<file path="config.mk">
export PLATFORM = sky130hd
export DESIGN_NAME = rx_descriptor_status_writer
export DESIGN_NICKNAME = d
export VERILOG_FILES = /design/src/common/rx_status_pkg.sv /design/src/status_word_pack.sv /design/src/frame_length_counter.sv /design/src/rx_descriptor_status_writer.sv
export VERILOG_INCLUDE_DIRS = /design/src /design/src/common
export SDC_FILE = /design/constraint.sdc
export NUM_CORES = 1
export LEC_CHECK = 0
export BUFFER_PORTS_ARGS = -buffer_cell sky130_fd_sc_hd__buf_2
export CAP_MARGIN = 10
export CORE_MARGIN = 3
export CORE_UTILIZATION = 61
export DETAILED_ROUTE_END_ITERATION = 7
export GPL_TIMING_DRIVEN = 0
export PLACE_DENSITY = 0.84
export SETUP_SLACK_MARGIN = 0.1
export SYNTH_ARGS = -nofsm -noshare
export SYNTH_HDL_FRONTEND = slang
export SYNTH_HIERARCHICAL = 1
export SYNTH_SLANG_ARGS = --single-unit
</file>
<file path="constraint.sdc">
create_clock -name pclk -period 8.3 [get_ports pclk]
set_input_delay 2.49 -clock pclk [delete_from_list [all_inputs] [get_ports pclk]]
set_output_delay 2.49 -clock pclk [all_outputs]
set_load 0.005 [all_outputs]
</file>
<file path="src/common/rx_status_consts.svh">
// Behaviour
// - Bits 29:16 report bytes moved to host, trailing CRC bytes included.
// - Byte count written only in closing descriptor and only without truncation.
// - Bit 15 is OR of bits 1, 6, 7, 11 and 14.
// - Overflow with next descriptor not held truncates; bit 14 in closing descriptor.
// - Bit 13 reserved: written as zero, ignored on reading.
// - Bit 12 set when real length disagrees with the Length/Type field.
// - Bit 11 set when a frame ends before 64 bytes.
// - Short frames reach host only when forward_faulty_frames is set or the frame was truncated.
// - Bit 10 set when destination is a multicast address.
// - Bit 9 set in the descriptor holding the frame's first buffer.
// - Zero-size buffers are skipped; frame starts in next usable buffer.
// - Bit 8 set in the descriptor holding the frame's final bytes.
// - Ownership returned to host on frame completion or full buffers.
// - Oversize flag above 1518 bytes, 1522 with VLAN; no truncation.
// - Checksum fault on CRC mismatch or receive error during reception.
// - Late collision flag when collision seen after the collision window.
`ifndef RX_STATUS_CONSTS_SVH
`define RX_STATUS_CONSTS_SVH

`define OFF_CTRL        12'h000
`define OFF_INT_STATUS  12'h004
`define OFF_INT_MASK    12'h008
`define OFF_LAST_WORD   12'h00c
`define OFF_FRAME_COUNT 12'h010

`define CTRL_FORWARD_FAULTY 0
`define CTRL_VLAN_ENABLE    1
`define CTRL_RESET          2'h0

`define INT_FRAME_DONE  0
`define INT_TRUNCATED   1
`define INT_SHORT_DROP  2
`define INT_NO_DESC     3
`define INT_RESET       4'h0

`define BIT_OWN         31
`define FL_MSB          29
`define FL_LSB          16
`define BIT_FAULT_SUM   15
`define BIT_TRUNC       14
`define BIT_RESERVED    13
`define BIT_SIZE_MISM   12
`define BIT_SHORT       11
`define BIT_GROUP       10
`define BIT_OPENING     9
`define BIT_CLOSING     8
`define BIT_OVERSIZE    7
`define BIT_LATE_COL    6
`define BIT_CHECKSUM    1

`define MIN_FRAME_BYTES  14'h0040
`define MAX_FRAME_BYTES  14'h05ee
`define MAX_VLAN_BYTES   14'h05f2
`define COUNT_SATURATE   14'h3fff

`endif

</file>
<file path="src/common/rx_status_pkg.sv">
package rx_status_pkg;

    typedef enum logic [5:0] {
        S_FETCH = 6'h01,
        S_RECV  = 6'h02,
        S_PEEK  = 6'h04,
        S_DRAIN = 6'h08,
        S_CLOSE = 6'h10,
        S_WRITE = 6'h20
    } rx_state_e;

    typedef struct packed {
        logic crc_bad;
        logic mii_error;
        logic late_collision;
        logic length_mismatch;
        logic multicast;
    } frame_end_s;

    typedef struct packed {
        logic        own;
        logic [10:0] buf1_size;
        logic [10:0] buf2_size;
    } desc_s;

    typedef struct packed {
        logic        opening;
        logic        closing;
        logic        truncated;
        logic        short_frame;
        logic        oversize;
        frame_end_s  flags;
        logic [13:0] byte_count;
    } close_s;

endpackage

</file>
<file path="src/status_word_pack.sv">
`timescale 1ns/1ps
`include "rx_status_consts.svh"

module status_word_pack (
    input  rx_status_pkg::close_s info,
    output logic [31:0]           word
);
    logic fin;

    always_comb begin
        fin  = info.closing;
        word = 32'h0000_0000;
        word[`BIT_OWN] = 1'b0;
        if (fin && !info.truncated) begin
            word[`FL_MSB:`FL_LSB] = info.byte_count;
        end
        word[`BIT_TRUNC]     = fin & info.truncated;
        word[`BIT_RESERVED]  = 1'b0;
        word[`BIT_SIZE_MISM] = fin & info.flags.length_mismatch;
        word[`BIT_SHORT]     = fin & info.short_frame;
        word[`BIT_GROUP]     = fin & info.flags.multicast;
        word[`BIT_OPENING]   = info.opening;
        word[`BIT_CLOSING]   = fin;
        word[`BIT_OVERSIZE]  = fin & info.oversize;
        word[`BIT_LATE_COL]  = fin & info.flags.late_collision;
        word[`BIT_CHECKSUM]  = fin & (info.flags.crc_bad | info.flags.mii_error);
        word[`BIT_FAULT_SUM] = word[`BIT_CHECKSUM] | word[`BIT_LATE_COL] |
                               word[`BIT_OVERSIZE] | word[`BIT_SHORT] |
                               word[`BIT_TRUNC];
    end
endmodule

</file>
<file path="src/frame_length_counter.sv">
`timescale 1ns/1ps
`include "rx_status_consts.svh"

module frame_length_counter (
    input  wire logic        pclk,
    input  wire logic        presetn,
    input  wire logic        count_en,
    input  wire logic        clear,
    input  wire logic        vlan_enable,
    output logic [13:0]      byte_count,
    output logic             short_frame,
    output logic             oversize
);
    typedef struct packed {
        logic [13:0] count;
    } cnt_state_s;

    cnt_state_s st_reg;
    cnt_state_s st_next;

    always_comb begin
        st_next = st_reg;
        if (clear) begin
            st_next.count = 14'h0000;
        end else if (count_en && st_reg.count != `COUNT_SATURATE) begin
            st_next.count = st_reg.count + 14'h0001;
        end
    end

    always_ff @(posedge pclk or negedge presetn) begin
        if (!presetn) begin
            st_reg <= '0;
        end else begin
            st_reg <= st_next;
        end
    end

    assign byte_count  = st_reg.count;
    assign short_frame = st_reg.count < `MIN_FRAME_BYTES;
    // Length only; the frame itself is never cut for this
    assign oversize    = st_reg.count >
                         (vlan_enable ? `MAX_VLAN_BYTES : `MAX_FRAME_BYTES);
endmodule

</file>
<file path="src/rx_descriptor_status_writer.sv">
`timescale 1ns/1ps
`include "rx_status_consts.svh"

module rx_descriptor_status_writer (
    input  wire logic                       pclk,
    input  wire logic                       presetn,
    input  wire logic                       psel,
    input  wire logic                       penable,
    input  wire logic                       pwrite,
    input  wire logic [11:0]                paddr,
    input  wire logic [31:0]                pwdata,
    output logic [31:0]                     prdata,
    output logic                            pready,
    output logic                            pslverr,
    output logic                            desc_req,
    input  wire logic                       desc_valid,
    input  rx_status_pkg::desc_s            desc_in,
    input  wire logic                       rx_valid,
    input  wire logic                       rx_last,
    input  rx_status_pkg::frame_end_s       rx_flags,
    output logic                            rx_ready,
    output logic                            wb_valid,
    output logic [31:0]                     wb_word,
    input  wire logic                       wb_ready,
    output logic                            irq
);
    typedef struct packed {
        rx_status_pkg::rx_state_e  state;
        rx_status_pkg::rx_state_e  after;
        logic [1:0]                ctrl;
        logic [3:0]                int_status;
        logic [3:0]                int_mask;
        logic [31:0]               last_word;
        logic [15:0]               frame_count;
        logic [31:0]               prdata;
        rx_status_pkg::desc_s      cur;
        rx_status_pkg::desc_s      nxt;
        logic [11:0]               fill;
        logic                      in_frame;
        logic                      opened_here;
        logic                      truncated;
        rx_status_pkg::frame_end_s flags;
        logic [31:0]               wb_word;
        logic                      wb_closing;
    } wr_state_s;

    wr_state_s st_reg;
    wr_state_s st_next;

    logic                  take_byte;
    logic                  count_clear;
    logic [13:0]           frame_bytes;
    logic                  frame_short;
    logic                  frame_oversize;
    rx_status_pkg::close_s info;
    logic [31:0]           packed_word;
    logic [3:0]            events;
    logic                  apb_wr;
    logic                  mapped;

    function automatic logic [11:0] buf_capacity(input rx_status_pkg::desc_s d);
        buf_capacity = {1'b0, d.buf1_size} + {1'b0, d.buf2_size};
    endfunction

    function automatic logic addr_mapped(input logic [11:0] a);
        addr_mapped = (a == `OFF_CTRL) || (a == `OFF_INT_STATUS) ||
                      (a == `OFF_INT_MASK) || (a == `OFF_LAST_WORD) ||
                      (a == `OFF_FRAME_COUNT);
    endfunction

    frame_length_counter u_len (
        .pclk        (pclk),
        .presetn     (presetn),
        .count_en    (take_byte),
        .clear       (count_clear),
        .vlan_enable (st_reg.ctrl[`CTRL_VLAN_ENABLE]),
        .byte_count  (frame_bytes),
        .short_frame (frame_short),
        .oversize    (frame_oversize)
    );

    status_word_pack u_pack (
        .info (info),
        .word (packed_word)
    );

    always_comb begin
        info.opening     = st_reg.opened_here;
        info.closing     = (st_reg.state == rx_status_pkg::S_CLOSE);
        info.truncated   = st_reg.truncated;
        info.short_frame = frame_short;
        info.oversize    = frame_oversize;
        info.flags       = st_reg.flags;
        info.byte_count  = frame_bytes;
    end

    // Drain state swallows the rest of a truncated frame
    assign rx_ready  = (st_reg.state == rx_status_pkg::S_DRAIN) ||
                       ((st_reg.state == rx_status_pkg::S_RECV) &&
                        (st_reg.fill < buf_capacity(st_reg.cur)));
    assign take_byte = rx_valid && rx_ready;
    assign count_clear = (st_reg.state == rx_status_pkg::S_CLOSE);
    assign desc_req  = (st_reg.state == rx_status_pkg::S_FETCH) ||
                       (st_reg.state == rx_status_pkg::S_PEEK);
    assign wb_valid  = (st_reg.state == rx_status_pkg::S_WRITE);
    assign wb_word   = st_reg.wb_word;
    assign apb_wr    = psel && penable && pwrite;
    assign mapped    = addr_mapped(paddr);
    assign pready    = 1'b1;
    assign pslverr   = psel && penable && !mapped;
    assign prdata    = st_reg.prdata;
    assign irq       = |(st_reg.int_status & st_reg.int_mask);

    always_comb begin
        st_next = st_reg;
        events  = 4'h0;

        unique case (st_reg.state)
            rx_status_pkg::S_FETCH: begin
                if (desc_valid) begin
                    if (desc_in.own) begin
                        st_next.cur         = desc_in;
                        st_next.fill        = 12'h000;
                        st_next.opened_here = 1'b0;
                        st_next.state       = rx_status_pkg::S_RECV;
                    end else begin
                        events[`INT_NO_DESC] = 1'b1;
                    end
                end
            end
            rx_status_pkg::S_RECV: begin
                if (take_byte) begin
                    st_next.fill = st_reg.fill + 12'h001;
                    if (!st_reg.in_frame) begin
                        st_next.in_frame    = 1'b1;
                        st_next.opened_here = 1'b1;
                    end
                    if (rx_last) begin
                        st_next.flags = rx_flags;
                        st_next.state = rx_status_pkg::S_CLOSE;
                    end
                end else if (st_reg.fill >= buf_capacity(st_reg.cur)) begin
                    if (st_reg.in_frame) begin
                        st_next.state = rx_status_pkg::S_PEEK;
                    end else begin
                        // Zero-size descriptor: hand it back empty
                        st_next.wb_word    = packed_word;
                        st_next.wb_closing = 1'b0;
                        st_next.after      = rx_status_pkg::S_FETCH;
                        st_next.state      = rx_status_pkg::S_WRITE;
                    end
                end
            end
            rx_status_pkg::S_PEEK: begin
                if (desc_valid) begin
                    if (desc_in.own) begin
                        st_next.nxt        = desc_in;
                        st_next.wb_word    = packed_word;
                        st_next.wb_closing = 1'b0;
                        st_next.after      = rx_status_pkg::S_RECV;
                        st_next.state      = rx_status_pkg::S_WRITE;
                    end else begin
                        st_next.truncated = 1'b1;
                        st_next.state     = rx_status_pkg::S_DRAIN;
                    end
                end
            end
            rx_status_pkg::S_DRAIN: begin
                if (take_byte && rx_last) begin
                    st_next.flags = rx_flags;
                    st_next.state = rx_status_pkg::S_CLOSE;
                end
            end
            rx_status_pkg::S_CLOSE: begin
                st_next.in_frame  = 1'b0;
                st_next.truncated = 1'b0;
                if (frame_short && !st_reg.ctrl[`CTRL_FORWARD_FAULTY] &&
                    !st_reg.truncated) begin
                    // Descriptor kept for the next frame; nothing reaches the host
                    st_next.fill        = 12'h000;
                    st_next.opened_here = 1'b0;
                    st_next.state       = rx_status_pkg::S_RECV;
                    events[`INT_SHORT_DROP] = 1'b1;
                end else begin
                    st_next.wb_word    = packed_word;
                    st_next.wb_closing = 1'b1;
                    st_next.after      = rx_status_pkg::S_FETCH;
                    st_next.state      = rx_status_pkg::S_WRITE;
                    events[`INT_TRUNCATED] = st_reg.truncated;
                end
            end
            rx_status_pkg::S_WRITE: begin
                if (wb_ready) begin
                    st_next.last_word = st_reg.wb_word;
                    st_next.state     = st_reg.after;
                    if (st_reg.wb_closing) begin
                        st_next.frame_count = st_reg.frame_count + 16'h0001;
                        events[`INT_FRAME_DONE] = 1'b1;
                    end
                    if (st_reg.after == rx_status_pkg::S_RECV) begin
                        st_next.cur         = st_reg.nxt;
                        st_next.fill        = 12'h000;
                        st_next.opened_here = 1'b0;
                    end
                end
            end
            default: begin
                st_next.state = rx_status_pkg::S_FETCH;
            end
        endcase

        // Set wins over a same-cycle write-one clear
        st_next.int_status = st_reg.int_status | events;
        if (apb_wr) begin
            unique case (paddr)
                `OFF_CTRL:       st_next.ctrl     = pwdata[1:0];
                `OFF_INT_MASK:   st_next.int_mask = pwdata[3:0];
                `OFF_INT_STATUS: st_next.int_status = (st_reg.int_status & ~pwdata[3:0]) | events;
                default:         st_next.ctrl     = st_reg.ctrl;
            endcase
        end

        if (psel && !penable) begin
            unique case (paddr)
                `OFF_CTRL:        st_next.prdata = {30'h0, st_reg.ctrl};
                `OFF_INT_STATUS:  st_next.prdata = {28'h0, st_reg.int_status};
                `OFF_INT_MASK:    st_next.prdata = {28'h0, st_reg.int_mask};
                `OFF_LAST_WORD:   st_next.prdata = st_reg.last_word;
                `OFF_FRAME_COUNT: st_next.prdata = {16'h0, st_reg.frame_count};
                default:          st_next.prdata = 32'h0000_0000;
            endcase
        end
    end

    always_ff @(posedge pclk or negedge presetn) begin
        if (!presetn) begin
            st_reg            <= '0;
            st_reg.state      <= rx_status_pkg::S_FETCH;
            st_reg.after      <= rx_status_pkg::S_FETCH;
            st_reg.ctrl       <= `CTRL_RESET;
            st_reg.int_status <= `INT_RESET;
            st_reg.int_mask   <= `INT_RESET;
        end else begin
            st_reg <= st_next;
        end
    end
endmodule

</file>
# Yosys cells after proc, flatten, opt, wreduce, memory -nomap -nowiden

Cells that the tools add are included.

Output and inout bits: 70
Register bits: 213
Logic and storage cells: 188

Magnitude comparators: 4
Bitwise operators: 17
Equal/unequal tests: 29
Muxes and demuxes: 67
Reductions and logical operators: 43
Add/subtract/negate cells: 4

Operators with widths:

| operator                | count |
|---|---|
| $mux W33                | 6 |
| $pmux W32 S5            | 1 |
| $pmux W33 S3            | 1 |
| $mux W22                | 4 |
| $mux W12                | 7 |
| $mux W6                 | 12 |
| $mux W14                | 4 |
| $pmux W12 S4            | 1 |
| $pmux W22 S2            | 1 |
| $pmux W6 S6             | 1 |
| $eq A12 B4 Y1 const B   | 2 |
| $reduce_and A7 Y1       | 3 |
| $mux W5                 | 4 |
| $ne A2 B2 Y1 const B    | 10 |
| $pmux W6 S3             | 1 |
| $add A16 B1 Y16 const B | 1 |
| $mux W1                 | 16 |
| $add A14 B1 Y14 const B | 1 |
| $gt A14 B14 Y1          | 1 |
| $lt A14 B7 Y1 const B   | 1 |
| $ne A14 B14 Y1 const B  | 1 |
| $add A11 B11 Y12        | 1 |
| $add A12 B1 Y12 const B | 1 |
| $eq A12 B3 Y1 const B   | 1 |
| 36 further kinds        | 82 |

# Longest topological paths before layout

Depth after elaboration: 10
Gate-level depth with buffers: 19
Gate-level depth less buffers: 18

# Modules after synthesis

Netlist, hierarchy kept.

By module, submodules not included:

| module                      | cells each | sequential area each (sq um) | area an instance (sq um) | times used |
|---|---|---|---|---|
| rx_descriptor_status_writer | 859        | 4882.2                       | 9706.8                   | 1 |
| frame_length_counter        | 100        | 350.3                        | 910.9                    | 1 |
| status_word_pack            | 36         | 0.0                          | 241.5                    | 1 |

# Worst setup path after synthesis

OpenSTA, ideal clock, no wires.

Path type: input-to-output
Start: in paddr[9]
End: out pslverr
Cell stages on the path: 5
Slack: 1.947 ns
Data required time: 5.810 ns
Arrival: 3.863 ns
Cells stage by stage: nor4_1 -> nand3_1 -> nor4b_2 -> clkbuf_1 -> nor3_1

Word-level cells in the longest chain between the ends: 7
Elaborated cells between the ends (all ways): 11

RTL lines:

| item                                                      | RTL line                           | source |
|---|---|---|
| start: declaration                                        | rx_descriptor_status_writer.sv:10  | `input wire logic [11:0] paddr,` |
| $eq A12 B3 Y1 / $logic_not A12 Y1 (equally long branches) | -                                  |  |
| $logic_or A1 B1 Y1 (3 in series)                          | rx_descriptor_status_writer.sv:66  | `` addr_mapped = (a == `OFF_CTRL) \|\| (a == `OFF_INT_STATUS) \|\| `` |
| $logic_or A1 B1 Y1 (*)                                    | rx_descriptor_status_writer.sv:66  |  |
| $logic_not A1 Y1 (*)                                      | rx_descriptor_status_writer.sv:110 | `assign pslverr = psel && penable && !mapped;` |
| $logic_and A1 B1 Y1 (*)                                   | rx_descriptor_status_writer.sv:110 |  |
| end: declaration                                          | rx_descriptor_status_writer.sv:14  | `output logic pslverr,` |

Mark *: on every way between the ends. The rest lies on a longest branch, timed or not.

# Worst setup path after layout

Same ends and word-level chain as after synthesis.

==> out/metrics.cfg <==
[status]
status = complete, no violations

[synthesis]
syn_area_um2 = 10900
synth_largest_area_cell = dfrtp_1
ys_async_sr_fraction = 1.00
synth_top_family_by_area = multiplexers
synthCells = 995
synthFlopType = dfrtp_1
synth_compound_area_frac = 0.102
synthDistinctLibCells = 78
synthAdderAreaFrac = 0.0364
muxShareOfSynthArea = 0.147
synth-simple-area-share = 0.134
synth.most_common_cell = dfrtp_1
synth_area_leaders = dfrtp_1 48%, mux2_2 7.1%, buf_4 5.2%
synth-xor-area-share = 0.0218
avgSynthCellArea_um2 = 10.9
synthTopCellsByCount = 207 x dfrtp_1, 95 x nand2_1, 75 x buf_4, 68 x mux2_2, 50 x nor2_1
ys_seq_elements = 209
yosysWarnings = 6
synth_sequential_area_ratio = 0.482
synth_edf_count = 0
synth_top_area_frac = 0.477

[clock_tree]
cts_hold_buf = 0
post_cts_resized = 0
cts_made_buffers = 22
cts_max_level = 1
post_cts_buffers = 0
cts_tree = built
clock_path_buffers = 3
cts-root-buf = clkbuf_16
clkSlewWorstSetupHoldPaths_ns = 0.06
clk_latency_ns = 0.50
clock-sinks = 209

[timing]
finalCritPeriodShare = 0.850
fmax_mhz = 142
relSlewSlack = 0.384
fin_crit_ns = 7.05
slew_violations = 0
setup_ws_ns = 1.25
fin_tns_setup_ns = 0
rsz0062_at_grt = false
tightest_slew_ns = 0.920
fin_worst_skew_ns = 0.00987
final-setup-viol-count = 0
hold_viol = 0

[drt]
ant_nets = 0
drt-initial-drc-count = 525
vias = 7955
via_per_inst = 5.74
dr.pass1.iters = 5
drc = 0
wl_per_cell_um = 17.3
wl_um = 24000

[global_routing]
overflow = 0
grt_pass1_vias = 7903
antenna_found_initial = 1
grt_pass1_wl_um = 39700
track_usage = 0.245
grt_start_max_net_pins = 126

[floorplanning]
die_h_um = 139
dieArea_um2 = 19400
fp.dieW_um = 139
start_util = 0.626
num_rows = 48
io_pins = 151
core_um2 = 17400

[job]
drv_cap = 0

[worst_setup_path]
end_kind = output pin
worstSetupStartpointType = input pin
cp_max_fo = 10
cp.buffers_inverters = 3
required_ns = 5.81
worst_path_dominant_cell_family = simple AND/OR/NAND/NOR gates
path_class = input pin to output pin
cp.arrival_ns = 4.56
slowest_stage = nor4b_2
cp_common_cell = buf_2
path_cells = buf_2, nor4_1, nand3_1, nor4b_2, clkbuf_1, nor3_1, buf_2
critical_path.max_stage_delay_ns = 0.79

[pwr]
pwr_density_cell_nw_per_um2 = 298
sw_frac_of_total = 0.342
p_clk_frac = 0.271
seqPwrFrac = 0.374
leakage_nw = 6.09
p_int_mw = 2.46
vdd_drop_max_mv = 0.279
switchingPower_mw = 1.28
comb_power_share = 0.355

[placed_design]
place_ws_ns = 1.29
place_hpwl_um = 17000
port_buffers = 120
place_congestion = 0.876

[final_layout]
largest_reg_flops = 124
drive_gt1_frac = 0.308
fillers = 1175
syn2layout_area_growth_pct = 15.7
num_antenna_cells = 0
fin_nets = 1259

[min_path]
hp-class = flip-flop to flip-flop

cells in the final DEF (no fill, tap or decap), types with 14 or more instances in the layout:
cell type / instances
dfrtp_1: 207
ha_1: 30
nor2_1: 50
and2_1: 23
mux2_2: 68
a21oi_1: 43
clkbuf_16: 23
inv_1: 17
clkbuf_1: 30
nand2_1: 95
mux2_4: 30
mux2i_1: 36
buf_4: 75
xnor2_1: 16
a22oi_1: 15
buf_2: 124
nand3_1: 23
nor3_1: 14
o21ai_0: 43
worst paths after layout:
path | from | to | slack [ns] | cells past startpoint
worst max-delay path | paddr[9] | pslverr | 1.25 | 7
worst min-delay path | st_reg[189] | st_reg[189] | 0.47 | 2
worst max register to register | st_reg[76] | u_len/byte_count[9] | 3.45 | 19
worst min register to register | st_reg[189] | st_reg[189] | 0.47 | 2
max in group asynchronous | presetn | st_reg[41] | 5.26 | 2
min in group asynchronous | presetn | prdata[25] | 1.99 | 1
worst register-to-register path: cells and delay by family, from the launching register on:
kind / cells / cell delay, ns
fa+ha+maj: 3 / 0.90
xor+xnor: 1 / 0.17
buf+inv: 2 / 0.46
flops: 1 / 0.39
compound gates: 9 / 1.74
simple gates: 4 / 1.11
kinds of logic after synthesis:
| kind of cell | Yosys count |
|---|---|
| AOI/OAI and AO/OA | 171 |
| xor gates and xnor gates | 27 |
| adders and majority gates | 31 |
| buffers and inverters | 134 |
| DFF | 209 |
| muxes | 136 |
| other | 2 |
| and+or+nand+nor | 285 |
layout make-up:
class	instances	area, um^2	area share
clock inverters	6	82.6	0.00657
multi-input cells	659	4830	0.385
plain buffers	116	754	0.0601
inverters	18	67.6	0.00538
flip-flops and latches	209	5230	0.417
clock buffers	33	673	0.0536
repair buffers	121	638	0.0508
well taps	225	282	0.0224
stage by stage:
| step | area, um^2 | util | power [mW] | instances | hold slack, ns |
|---|---|---|---|---|---|
| 6_report | 12600 | 0.724 | 3.74 | 1387 | 0.474 |
| 5_1_grt | 12600 | 0.724 | 3.99 | 1387 | 0.491 |
| 3_5_place_dp | 11800 | 0.680 | 2.73 | 1348 | 0.467 |
| 3_3_place_gp | 11800 | 0.678 | 2.66 | 1347 | 0.463 |
| 2_1_floorplan | 10900 | - | 2.37 | 1002 | 0.446 |
| 4_1_cts | 12600 | 0.724 | 3.75 | 1387 | 0.476 |
power by group through the flow:
stage	logic (mW)	clock network [mW]	registers (mW)
2_1_floorplan	1.02	0	1.35
3_3_place_gp	1.26	0	1.40
3_5_place_dp	1.31	0	1.41
4_1_cts	1.33	1.02	1.40
5_1_grt	1.49	1.07	1.43
6_report	1.33	1.02	1.40
routing by layer:
layer	routed length, um	part of all wire	up-vias	GRT usage
met5	7	0.00029	-	0
met4	418	0.017	2	0.0556
met3	1310	0.054	37	0.0333
met2	12400	0.51	262	0.438
met1	9910	0.41	3891	0.319
li1	-	-	3763	-
Power figures use the tool's default switching activity.
